===== config.mk =====
export PLATFORM = sky130hd
export DESIGN_NAME = ipo_core
export DESIGN_NICKNAME = d
export VERILOG_FILES = /design/src/ipo_pkg.sv /design/src/ipo_ms_tick.sv /design/src/ipo_hold_timer.sv /design/src/ipo_core.sv
export VERILOG_INCLUDE_DIRS = /design/src
export SDC_FILE = /design/constraint.sdc
export NUM_CORES = 1
export LEC_CHECK = 0
export ABC_AREA = 1
export ABC_CLOCK_PERIOD_IN_PS = 2600
export BUFFER_PORTS_ARGS = -buffer_cell sky130_fd_sc_hd__buf_2
export CAP_MARGIN = 10
export CELL_PAD_IN_SITES_DETAIL_PLACEMENT = 1
export CELL_PAD_IN_SITES_GLOBAL_PLACEMENT = 1
export CORE_ASPECT_RATIO = 2
export CORE_UTILIZATION = 42
export CTS_CLUSTER_DIAMETER = 100
export CTS_CLUSTER_SIZE = 12
export DETAILED_ROUTE_END_ITERATION = 7
export HOLD_SLACK_MARGIN = 0.08
export MAX_ROUTING_LAYER = met4
export PLACE_DENSITY_LB_ADDON = 0.1
export SYNTH_ARGS = -nofsm -noshare
export SYNTH_HDL_FRONTEND = slang
export SYNTH_HIERARCHICAL = 1
export SYNTH_SLANG_ARGS = --single-unit

===== constraint.sdc =====
create_clock -name clock -period 2.6 [get_ports clock]
set_clock_uncertainty 0.2 [all_clocks]
set_input_delay 0.52 -clock clock [delete_from_list [all_inputs] [get_ports clock]]
set_output_delay 0.52 -clock clock [all_outputs]
set_load 0.02 [all_outputs]

===== src/ipo_defines.svh =====
// constants of the in-position output logic
// Function
// RULE_01: policy 0 turns the output on whenever the deviation magnitude is below the window.
// RULE_02: policy 1 or 6 turns it on only with no position command and deviation below the window.
// RULE_03: policy 2 or 7 also needs the standstill flag on besides no command and a small deviation.
// RULE_04: policy 3 or 8 latches the output on at settling and keeps it on when a command arrives, until the hold time ends.
// RULE_05: after the hold time the output again follows command absence and the deviation test.
// RULE_06: command presence comes from the filtered command for policies 1-5, the raw one for 6-10.
// RULE_07: hold time 0 holds on until the next command; 1..30000 ms holds that long, dropped by a new command.
// RULE_08: policy 4 or 9 starts judging only once the hold time has passed after the command ends.
// RULE_09: the settle window is settable from 0 to 2097152 with default 10.
// RULE_10: the deviation magnitude is compared and the output is registered every clock cycle.
`ifndef IPO_DEFINES_SVH
`define IPO_DEFINES_SVH

// ----------------------------------------
// timing
// ----------------------------------------
`define IPO_CLK_NS 4
`define IPO_MS_NS 1000000
`define IPO_MS_CYCLES (`IPO_MS_NS / `IPO_CLK_NS)
`define IPO_TICK_W 18

// ----------------------------------------
// widths, limits, reset values
// ----------------------------------------
`define IPO_DEV_W 32
`define IPO_WIN_W 22
`define IPO_WIN_MAX 22'h200000
`define IPO_WIN_RST 22'h00000A
`define IPO_POL_W 4
`define IPO_POL_MAX 4'hA
`define IPO_POL_GROUP 4'h5
`define IPO_POL_RST 4'h0
`define IPO_HOLD_W 15
`define IPO_HOLD_MAX 15'h7530
`define IPO_HOLD_RST 15'h0000

// ----------------------------------------
// policy groups
// ----------------------------------------
`define IPO_MODE_PLAIN 4'h0
`define IPO_MODE_NOCMD 4'h1
`define IPO_MODE_STILL 4'h2
`define IPO_MODE_LATCH 4'h3
`define IPO_MODE_DELAY 4'h4

// ----------------------------------------
// register map, byte addresses
// ----------------------------------------
`define IPO_ADDR_W 4
`define IPO_OFS_WINDOW 4'h0
`define IPO_OFS_POLICY 4'h4
`define IPO_OFS_HOLD 4'h8
`define IPO_OFS_STATUS 4'hC

`endif


===== src/ipo_pkg.sv =====
// types of the in-position output logic
`default_nettype none
`include "ipo_defines.svh"
package ipo_pkg;

   typedef enum logic [2:0] {ST_FOLLOW, ST_LATCH, ST_HOLD, ST_WAIT, ST_JUDGE} ipo_state_t;

   typedef struct packed {
      logic [`IPO_WIN_W-1:0] window;
      logic [`IPO_POL_W-1:0] policy;
      logic [`IPO_HOLD_W-1:0] holdMs;
      logic waitReq;
      logic [31:0] rdata;
      ipo_state_t state;
      logic settled;
      logic below;
      logic cmdPrev;
      logic holdStart;
   } ipo_core_st_t;

   typedef struct packed {
      logic [`IPO_TICK_W-1:0] count;
      logic tick;
   } ipo_tick_st_t;

   typedef struct packed {
      logic [`IPO_HOLD_W-1:0] count;
      logic running;
      logic expired;
   } ipo_timer_st_t;

endpackage : ipo_pkg
`default_nettype wire


===== src/ipo_ms_tick.sv =====
// millisecond tick generator, restartable
`timescale 1ns/1ps
`default_nettype none
`include "ipo_defines.svh"
module ipo_ms_tick
   import ipo_pkg::*;
#(
   parameter int TICK_CYCLES = `IPO_MS_CYCLES
) (
   input wire logic clock,
   input wire logic nrst,
   input wire logic restart,
   output logic tick
);

   ipo_tick_st_t r_reg;
   ipo_tick_st_t r_next;

   always_comb begin
      r_next = r_reg;
      r_next.tick = 1'b0;
      if (restart) begin
         r_next.count = '0;
      end else if (r_reg.count == `IPO_TICK_W'(TICK_CYCLES - 1)) begin
         r_next.count = '0;
         r_next.tick = 1'b1;
      end else begin
         r_next.count = r_reg.count + `IPO_TICK_W'(1);
      end
   end

   always_ff @(posedge clock or negedge nrst) begin
      if (!nrst) begin
         r_reg <= '0;
      end else begin
         r_reg <= r_next;
      end
   end

   assign tick = r_reg.tick;

endmodule : ipo_ms_tick
`default_nettype wire


===== src/ipo_hold_timer.sv =====
// millisecond hold timer
`timescale 1ns/1ps
`default_nettype none
`include "ipo_defines.svh"
module ipo_hold_timer
   import ipo_pkg::*;
(
   input wire logic clock,
   input wire logic nrst,
   input wire logic start,
   input wire logic [`IPO_HOLD_W-1:0] loadMs,
   input wire logic msTick,
   output logic running,
   output logic expired
);

   ipo_timer_st_t r_reg;
   ipo_timer_st_t r_next;

   always_comb begin
      r_next = r_reg;
      r_next.expired = 1'b0;
      if (start) begin
         r_next.count = loadMs;
         r_next.running = (loadMs != '0);
      end else if (r_reg.running && msTick) begin
         if (r_reg.count == `IPO_HOLD_W'(1)) begin
            r_next.running = 1'b0;
            r_next.expired = 1'b1; // RULE_07
         end
         r_next.count = r_reg.count - `IPO_HOLD_W'(1);
      end
   end

   always_ff @(posedge clock or negedge nrst) begin
      if (!nrst) begin
         r_reg <= '0;
      end else begin
         r_reg <= r_next;
      end
   end

   assign running = r_reg.running;
   assign expired = r_reg.expired;

endmodule : ipo_hold_timer
`default_nettype wire


===== src/ipo_core.sv =====
// in-position output logic with avalon register slave
`timescale 1ns/1ps
`default_nettype none
`include "ipo_defines.svh"
module ipo_core
   import ipo_pkg::*;
#(
   parameter int MS_CYCLES = `IPO_MS_CYCLES
) (
   input wire logic clock,
   input wire logic nrst,
   input wire logic [`IPO_ADDR_W-1:0] address,
   input wire logic read,
   input wire logic write,
   input wire logic [31:0] writedata,
   input wire logic [3:0] byteenable,
   output logic [31:0] readdata,
   output logic waitrequest,
   input wire logic signed [`IPO_DEV_W-1:0] positionDeviation,
   input wire logic cmdFilteredPresent,
   input wire logic cmdRawPresent,
   input wire logic nearStandstillFlag,
   output logic inPositionFlag
);

   // ----------------------------------------
   // state
   // ----------------------------------------
   ipo_core_st_t r_reg;
   ipo_core_st_t r_next;
   logic msTick;
   logic timerRunning;
   logic timerExpired;
   logic [`IPO_DEV_W-1:0] absDev;
   logic belowNow;
   logic cmdNow;
   logic cmdRise;
   logic cmdFall;
   logic noCmdBelow;
   logic [`IPO_POL_W-1:0] mode;
   logic [31:0] beMask;
   logic [31:0] oldWord;
   logic [31:0] newWord;

   // ----------------------------------------
   // timers
   // ----------------------------------------
   ipo_ms_tick #(
      .TICK_CYCLES(MS_CYCLES)
   ) u_tick (
      .clock(clock),
      .nrst(nrst),
      .restart(r_reg.holdStart),
      .tick(msTick)
   );

   ipo_hold_timer u_timer (
      .clock(clock),
      .nrst(nrst),
      .start(r_reg.holdStart),
      .loadMs(r_reg.holdMs),
      .msTick(msTick),
      .running(timerRunning),
      .expired(timerExpired)
   );

   // ----------------------------------------
   // judgment terms
   // ----------------------------------------
   always_comb begin
      if (positionDeviation[`IPO_DEV_W-1]) begin
         absDev = `IPO_DEV_W'(-positionDeviation); // RULE_10
      end else begin
         absDev = positionDeviation;
      end
      belowNow = (absDev < `IPO_DEV_W'(r_reg.window)); // RULE_10
      if (r_reg.policy > `IPO_POL_GROUP) begin
         cmdNow = cmdRawPresent; // RULE_06
         mode = `IPO_POL_W'(r_reg.policy - `IPO_POL_GROUP);
      end else begin
         cmdNow = cmdFilteredPresent; // RULE_06
         mode = r_reg.policy;
      end
      cmdRise = cmdNow && !r_reg.cmdPrev;
      cmdFall = !cmdNow && r_reg.cmdPrev;
      noCmdBelow = !cmdNow && belowNow;
   end

   // ----------------------------------------
   // bus write merge
   // ----------------------------------------
   always_comb begin
      beMask = {{8{byteenable[3]}}, {8{byteenable[2]}}, {8{byteenable[1]}}, {8{byteenable[0]}}};
      unique case (address)
         `IPO_OFS_WINDOW: oldWord = 32'(r_reg.window);
         `IPO_OFS_POLICY: oldWord = 32'(r_reg.policy);
         `IPO_OFS_HOLD: oldWord = 32'(r_reg.holdMs);
         `IPO_OFS_STATUS: oldWord = {28'h0000000, timerRunning, cmdNow, r_reg.below, r_reg.settled};
         default: oldWord = 32'h00000000;
      endcase
      newWord = (oldWord & ~beMask) | (writedata & beMask);
   end

   // ----------------------------------------
   // next state
   // ----------------------------------------
   always_comb begin
      r_next = r_reg;
      r_next.holdStart = 1'b0;
      r_next.below = belowNow;
      r_next.cmdPrev = cmdNow;
      unique case (mode)
         `IPO_MODE_PLAIN: begin
            r_next.settled = belowNow; // RULE_01
            r_next.state = ST_FOLLOW;
         end
         `IPO_MODE_NOCMD: begin
            r_next.settled = noCmdBelow; // RULE_02
            r_next.state = ST_FOLLOW;
         end
         `IPO_MODE_STILL: begin
            r_next.settled = noCmdBelow && nearStandstillFlag; // RULE_03
            r_next.state = ST_FOLLOW;
         end
         `IPO_MODE_LATCH: begin
            unique case (r_reg.state)
               ST_LATCH: begin
                  r_next.settled = 1'b1; // RULE_04
                  if (cmdNow && (r_reg.holdMs == `IPO_HOLD_RST)) begin
                     r_next.settled = 1'b0; // RULE_07
                     r_next.state = ST_FOLLOW;
                  end else if (cmdNow) begin
                     r_next.state = ST_HOLD; // RULE_04
                     r_next.holdStart = 1'b1;
                  end
               end
               ST_HOLD: begin
                  r_next.settled = 1'b1; // RULE_04
                  // stale expiry of an earlier run ignored in the load cycle
                  if (cmdRise || (timerExpired && !r_reg.holdStart)) begin
                     r_next.settled = noCmdBelow; // RULE_05
                     r_next.state = ST_FOLLOW; // RULE_07
                  end
               end
               default: begin
                  r_next.settled = noCmdBelow; // RULE_05
                  r_next.state = noCmdBelow ? ST_LATCH : ST_FOLLOW;
               end
            endcase
         end
         `IPO_MODE_DELAY: begin
            unique case (r_reg.state)
               ST_JUDGE: begin
                  r_next.settled = noCmdBelow; // RULE_08
                  if (cmdNow) begin
                     r_next.state = ST_WAIT;
                  end
               end
               ST_WAIT: begin
                  r_next.settled = 1'b0;
                  if (cmdFall && (r_reg.holdMs == `IPO_HOLD_RST)) begin
                     r_next.state = ST_JUDGE;
                  end else if (cmdFall) begin
                     r_next.holdStart = 1'b1; // RULE_08
                  end else if (timerExpired && !r_reg.holdStart && !cmdNow) begin
                     r_next.state = ST_JUDGE; // RULE_08
                  end
               end
               default: begin
                  r_next.settled = 1'b0;
                  r_next.state = cmdNow ? ST_WAIT : ST_JUDGE;
               end
            endcase
         end
         default: begin
            r_next.settled = 1'b0;
            r_next.state = ST_FOLLOW;
         end
      endcase

      // avalon slave: one wait cycle, then answer
      r_next.waitReq = 1'b1;
      if ((read || write) && r_reg.waitReq) begin
         r_next.waitReq = 1'b0;
         r_next.rdata = read ? oldWord : 32'h00000000;
      end
      if (write && !r_reg.waitReq) begin
         unique case (address)
            `IPO_OFS_WINDOW: begin
               if (newWord > 32'(`IPO_WIN_MAX)) begin
                  r_next.window = `IPO_WIN_MAX; // RULE_09
               end else begin
                  r_next.window = newWord[`IPO_WIN_W-1:0]; // RULE_09
               end
            end
            `IPO_OFS_POLICY: begin
               if (newWord <= 32'(`IPO_POL_MAX)) begin
                  r_next.policy = newWord[`IPO_POL_W-1:0];
                  r_next.state = ST_FOLLOW;
               end
            end
            `IPO_OFS_HOLD: begin
               if (newWord > 32'(`IPO_HOLD_MAX)) begin
                  r_next.holdMs = `IPO_HOLD_MAX; // RULE_07
               end else begin
                  r_next.holdMs = newWord[`IPO_HOLD_W-1:0];
               end
            end
            default: begin
            end
         endcase
      end
   end

   // ----------------------------------------
   // registers
   // ----------------------------------------
   always_ff @(posedge clock or negedge nrst) begin
      if (!nrst) begin
         r_reg.window <= `IPO_WIN_RST; // RULE_09
         r_reg.policy <= `IPO_POL_RST;
         r_reg.holdMs <= `IPO_HOLD_RST;
         r_reg.waitReq <= 1'b1;
         r_reg.rdata <= 32'h00000000;
         r_reg.state <= ST_FOLLOW;
         r_reg.settled <= 1'b0;
         r_reg.below <= 1'b0;
         r_reg.cmdPrev <= 1'b0;
         r_reg.holdStart <= 1'b0;
      end else begin
         r_reg <= r_next;
      end
   end

   assign readdata = r_reg.rdata;
   assign waitrequest = r_reg.waitReq;
   assign inPositionFlag = r_reg.settled;
endmodule : ipo_core
`default_nettype wire


==> results.yml, run 1 <==
yosys:
  syn_avg_cell_area_um2: 7.069
  synth_cells: 1096
  netlist_top_cells_count: "247 x nand2_1, 140 x inv_1, 129 x nor2_1"
  synth_area_mm2: 0.007747
  synth_area_leader_cell: "dfrtp_1"
  ys.flop_type: "dfrtp_1"
  ys_seq_area_share_pct: 34.61
  yosysMostFrequentCell: "nand2_1"
  async_flop_share_pct: 100.0
  yosysWarnings: 6
  ys_types: 52
  synth_area_leaders: "dfrtp_1 34%, nand2_1 12%, inv_1 6.8%, nor2_1 6.3%, nand3_1 6.2%"
  synth.top_cell.area_share_pct: 33.59
  synth_edf_count: 0
  synth_seq_cells: 107
worst_setup_path:
  cp.arrival_ns: 2.78
  path_max_fanout: 6
  cp.buffers_inverters: 2
  cp.required_ns: 2.64
  cp-start-kind: "input port"
  critical_path.top_delay_family: "simple AND/OR/NAND/NOR gates"
  worstPathCellList: "buf_8 -> nor2_4 -> nand3_2 -> nor2_4 -> and2_4 -> buf_6 -> nor2_2 -> xor2_1 -> ha_1 -> nand2_2 -> nor4_4 -> nand2_1 -> nand2_2 -> nand3_4 -> nand2_4 -> nor3_2 -> o21ai_1 -> nand2_1"
  cpMaxStageDelayCell: "ha_1"
  end_kind: "register"
  crit_type: "in -> reg"
  max_stage_delay_ns: 0.33
floorplanning:
  start_util_pct: 43.35
  num_io_pins: 113
  die_h_um: 194.1
  rows: 69
  dieArea_mm2: 0.01903
  die_w_um: 98.04
  core_area_mm2: 0.01787
global_routing:
  grt_util_met3_pct: 2.487
  grt.busiest_layer: "met2"
  antenna_found_initial: 0
  grtUsageTotal_pct: 31.03
  grt_overflow: 0
  grt_pass1_wl_um: 44160
  grt_start_max_net_pins: 40
  use_met2_pct: 60.98
  grt_pass1_vias: 8938
  met1_usage_pct: 26.51
clock_tree:
  cts-buffers-inserted: 9
  clk_latency_ns: 0.37
  cts-htree-levels: 3
  cts_sinks: 107
  root_buffer: "clkbuf_16"
  cts_tree: "yes"
  clockBufferDepth: 2
  clk_pin_slew_ns: 0.07
run_status:
  outcome: "finished with violations"
  violations: "design-rule violations, negative setup slack"
power:
  seq_power_share_pct: 39.8
  p_comb_share_pct: 27.6
  p_leak_nw: 5.170
  power.total_mw: 4.691
  cellPowerDensity_mw_per_mm2: 453.0
  internal_power_mw: 3.184
  power.net_switching_mw: 1.507
  pwr-share-clk_pct: 32.6
  vdd_drop_max_mv: 0.3145
  p_sw_share_pct: 32.13
layout:
  final_nets: 1436
  drive_above_1_share_pct: 32.36
  antennaDiodeCount: 0
  finish.utilization_pct: 57.95
  fillers: 2309
  final_cells: 1548
  largest_reg_flops: 47
  area_growth_pct: 33.67
route:
  drt_iter0_drc: 305
  drt_first_pass_iters: 6
  routed_wl_um: 29160
  vias: 8325
  ant_nets: 0
  drt-wirelength-per-cell_um: 18.84
  drt_drc_violations_left: 1
  vias_per_cell: 5.378
timing:
  fmax_mhz: 365.7
  post-route-period-util_pct: 105.2
  slew_headroom_pct: 57.71
  finalHoldViolations: 0
  hold_slack_ns: 0.2708
  worstMarginPinSlew_ns: 0.6337
  finalCriticalPeriod_ns: 2.734
  setup_tns_ns: -0.8307
  rsz0062_at_grt: "true"
  fin_ws_ns: -0.1344
  finalMaxSlewViolations: 0
  setup_viol_count_final: 15
placed_design:
  numPortBuffers: 102
  dpl.hpwl_um: 22480
  dp.cells: 1503
  finalWeightedCongestion: 0.9862
job:
  drv_cap: 0
hold_path:
  hold_class: "reg -> reg"
cell type report:
class	instances	area (um^2)	share of cell area, %
sequential	107	2681	25.89
clock buffer	12	246.5	2.380
multi-input combinational	792	4558	44.01
tap	213	266.5	2.573
timing repair buffer	270	1947	18.80
clock inverter	4	73.82	0.7128
inverter	150	583.1	5.630
power by group through the flow:
| stage | logic [mW] | registers, mW | clock network, mW |
|---|---|---|---|
| 2_1_floorplan | 0.621 | 1.87 | 0 |
| 3_3_place_gp | 1.11 | 1.89 | 0 |
| 3_5_place_dp | 1.14 | 1.90 | 0 |
| 4_1_cts | 1.19 | 1.86 | 1.54 |
| 5_1_grt | 1.42 | 1.88 | 1.59 |
| 6_report | 1.30 | 1.87 | 1.53 |
layout by cell type (no fill, tap or decap), drive strengths merged, types with 4 or more instances in the layout:
cell type,count
a22oi,7
ha,27
o22ai,20
o21ai,92
inv,148
o211ai,6
nor3,14
xor2,16
buf,268
nand4,15
a21oi,20
or2,5
nand3b,5
nand3,97
o31ai,5
xnor2,14
clkbuf,13
nor2,151
nor4,6
dfrtp,104
conb,10
nand2,260
clkinv,4
path summary, 6_finish.rpt:
kind	start	endpoint	slack, ns	depth (start not counted)
min reg2reg	u_tick/r_reg[1]	u_tick/r_reg[1]	0.27	1
max in group asynchronous	nrst	waitrequest	1.04	3
max reg2reg	r_reg[56]	r_reg[69]	-0.04	19
min	u_tick/r_reg[1]	u_tick/r_reg[1]	0.27	1
min in group asynchronous	nrst	readdata[12]	0.48	2
max	positionDeviation[3]	inPositionFlag	-0.13	18
worst register-to-register path, cell delays in order, from the launching register on:
cell	delay, ns
dfrtp_1	0.38
inv_2	0.09
ha_4	0.18
nor2_4	0.12
nand2_4	0.08
nand2_4	0.07
inv_2	0.04
nand2_2	0.06
nand2_2	0.07
inv_2	0.09
o21ai_4	0.07
nand2_1	0.11
o21ai_2	0.08
nor2_2	0.14
buf_6	0.15
nand4_1	0.13
nand2_4	0.15
clkbuf_16	0.18
nand3_1	0.08
o21ai_1	0.10
stage by stage:
stage,cell area [um^2],setup slack [ns]
4_1_cts,9948,-0.1473
5_1_grt,10360,-0.2970
2_1_floorplan,7878,-0.004008
3_3_place_gp,9409,-0.5196
6_report,10360,-0.1344
3_5_place_dp,9409,-0.6268
metal layers:
metal  vias to the layer above  part of all wire (%)
met1                      4080                    32
li1                       3981                     -
met4                         0                   7.1
met2                       164                    59
met3                       100                   1.9
met5                         -                     0
cells by family after synthesis:
logic type / synth area share [%]
AND/OR/NAND/NOR: 32.35
buffers and inverters: 12.32
AO/OA/AOI/OAI: 12.92
flip-flops: 34.61
XOR/XNOR: 3.391
adder cells (fa/ha/maj): 4.360
other: 0.04840
what timing repair did:
action                                  in CTS  in global routing
endpoints found under the setup margin      40                 45
hold buffers                                 1                  0
resized for setup                           34                 78
setup buffers                               14                 12
cloned                                       1                  1
pin swaps                                   24                 32
hold endpoints to repair                    34                  0
Power figures use the tool's default switching activity.
==> inputs of run 2 (changes only) <==
Settings changed: CELL_PAD_IN_SITES_GLOBAL_PLACEMENT 1 to 2, CORE_UTILIZATION 42 to 33.
==> run 2 against run 1 <==
The flow finishes with violations (negative setup slack). Cell area is 2.3% higher. Register-to-register slack better by 0.13 ns. Critical path depth is 3 lower. Sequential power hardly changed. Largest cell class unchanged. Highest routed layer unchanged.
==> results.yml, run 2 (same netlist as run 1, synthesis figures left out) <==
clock_tree:
  root_buffer: "clkbuf_16"
  cts-htree-levels: 3
  clk_pin_slew_ns: 0.08
  cts-buffers-inserted: 9
  cts_tree: "yes"
  clk_latency_ns: 0.37
  clockBufferDepth: 2
  cts_sinks: 107
timing:
  finalMaxSlewViolations: 0
  setup_tns_ns: -0.5333
  rsz0062_at_grt: "true"
  finalHoldViolations: 0
  fin_ws_ns: -0.2492
  post-route-period-util_pct: 109.6
  finalCriticalPeriod_ns: 2.849
  worstMarginPinSlew_ns: 0.6853
  slew_headroom_pct: 53.96
  fmax_mhz: 351.0
  setup_viol_count_final: 3
layout:
  final_cell_mix: "225 x nand2_1, 154 x buf_4, 132 x inv_1"
  drive_above_1_share_pct: 33.36
  largest_reg_flops: 47
  final_cells: 1620
  finish.utilization_pct: 45.80
  fillers: 2972
  area_growth_pct: 36.74
  layout_commonest_cell: "nand2_1"
  final_nets: 1438
  multiInputGateArea_mm2: 0.004690
  antennaDiodeCount: 0
  final-seq-area_mm2: 0.002681
global_routing:
  grt_pass1_vias: 8805
  grtUsageTotal_pct: 25.68
  grt_overflow: 0
  grt_pass1_wl_um: 44710
  antenna_found_initial: 0
  grt_start_max_net_pins: 44
floorplanning:
  dieArea_mm2: 0.02413
  core_area_mm2: 0.02313
  rows: 79
  die_w_um: 110.3
  num_io_pins: 113
  die_h_um: 218.7
  start_util_pct: 33.50
power:
  vdd_drop_max_mv: 0.3297
  cellPowerDensity_mw_per_mm2: 438.1
  power.total_mw: 4.641
  p_leak_nw: 5.237
worst_setup_path:
  path_max_fanout: 4
  cp.required_ns: 2.66
  r2r_cells: 19
  cp-start-kind: "input port"
  end_kind: "register"
  crit_type: "in -> reg"
  cp.arrival_ns: 2.91
route:
  vias_per_cell: 4.985
  vias: 8075
  drt_iter0_drc: 254
  routed_wl_um: 28880
  ant_nets: 0
  drt_first_pass_iters: 4
  drt_drc_violations_left: 0
  drt-wirelength-per-cell_um: 17.83
placed_design:
  numPortBuffers: 102
  dp.cells: 1583
  finalWeightedCongestion: 0.9297
  dpl.hpwl_um: 23320
job:
  drv_cap: 0
run_status:
  outcome: "finished with violations"
  violations: "negative setup slack"
hold_path:
  holdPathStages: 1
  hold_class: "reg -> reg"
[run 2: final timing paths]
check	startpoint	end	slack (ns)
max	positionDeviation[17]	inPositionFlag	-0.25
min	u_tick/r_reg[1]	u_tick/r_reg[1]	0.27
max reg2reg	r_reg[56]	r_reg[70]	0.09
min reg2reg	u_tick/r_reg[1]	u_tick/r_reg[1]	0.27
max in group asynchronous	nrst	waitrequest	1.12
min in group asynchronous	nrst	u_timer/r_reg[16]	0.41
[run 2: stage by stage]
stage                     setup slack (ns)  hold WS [ns]  area (um^2)
final                              -0.2492        0.2684        10590
after global routing               -0.3137        0.2887        10590
after CTS                         -0.07085        0.2630        10190
after detailed placement           -0.7564        0.2566         9584
after global placement             -0.7425        0.2558         9584
after floorplan                  -0.004008       0.02441         7878
[run 2: layer usage]
layer	global-route usage (%)	part of all wire [%]	vias to the layer above
met5	-	0	-
met4	13.20	5.5	0
met3	2.923	1.7	74
met2	51.55	61	132
met1	21.91	32	3879
li1	-	-	3990
[run 2: worst max-delay path, stage by stage]
cell and delay [ns]:
buf_2 0.11, buf_4 0.14, nor2_1 0.13, nand2_1 0.06
o21ai_0 0.36, nand2_1 0.14, xor2_1 0.17, ha_1 0.30
nand2_1 0.09, nor3_1 0.31, nand3_2 0.18, nand2_4 0.13
nor3_2 0.04, o21ai_1 0.16, nand2_1 0.06
[run 2: repair_timing]
item,4_1_cts,5_1_grt
pin swaps,33,44
resized for setup,61,78
endpoints found under the setup margin,9,45
hold buffers,1,0
gates cloned,0,2
setup buffers,8,10
endpoints found under the hold margin,17,0
[run 2: final cells by class]
cell class,instances,share of cell area (%)
clock buffers,9,2.126
well taps,283,3.342
flip-flops and latches,107,25.31
clock inverters,7,0.7913
repair buffers,272,18.64
multi-input cells,792,44.27
inverters,150,5.527
[run 2: power breakdown]
part / leakage [nW] / switching, mW / internal (mW) / total (mW)
sequential: 1.37 / 0.0661 / 1.80 / 1.86
combinational: 3.72 / 0.784 / 0.523 / 1.31
clock: 0.149 / 0.706 / 0.765 / 1.47
total: 5.24 / 1.56 / 3.08 / 4.64
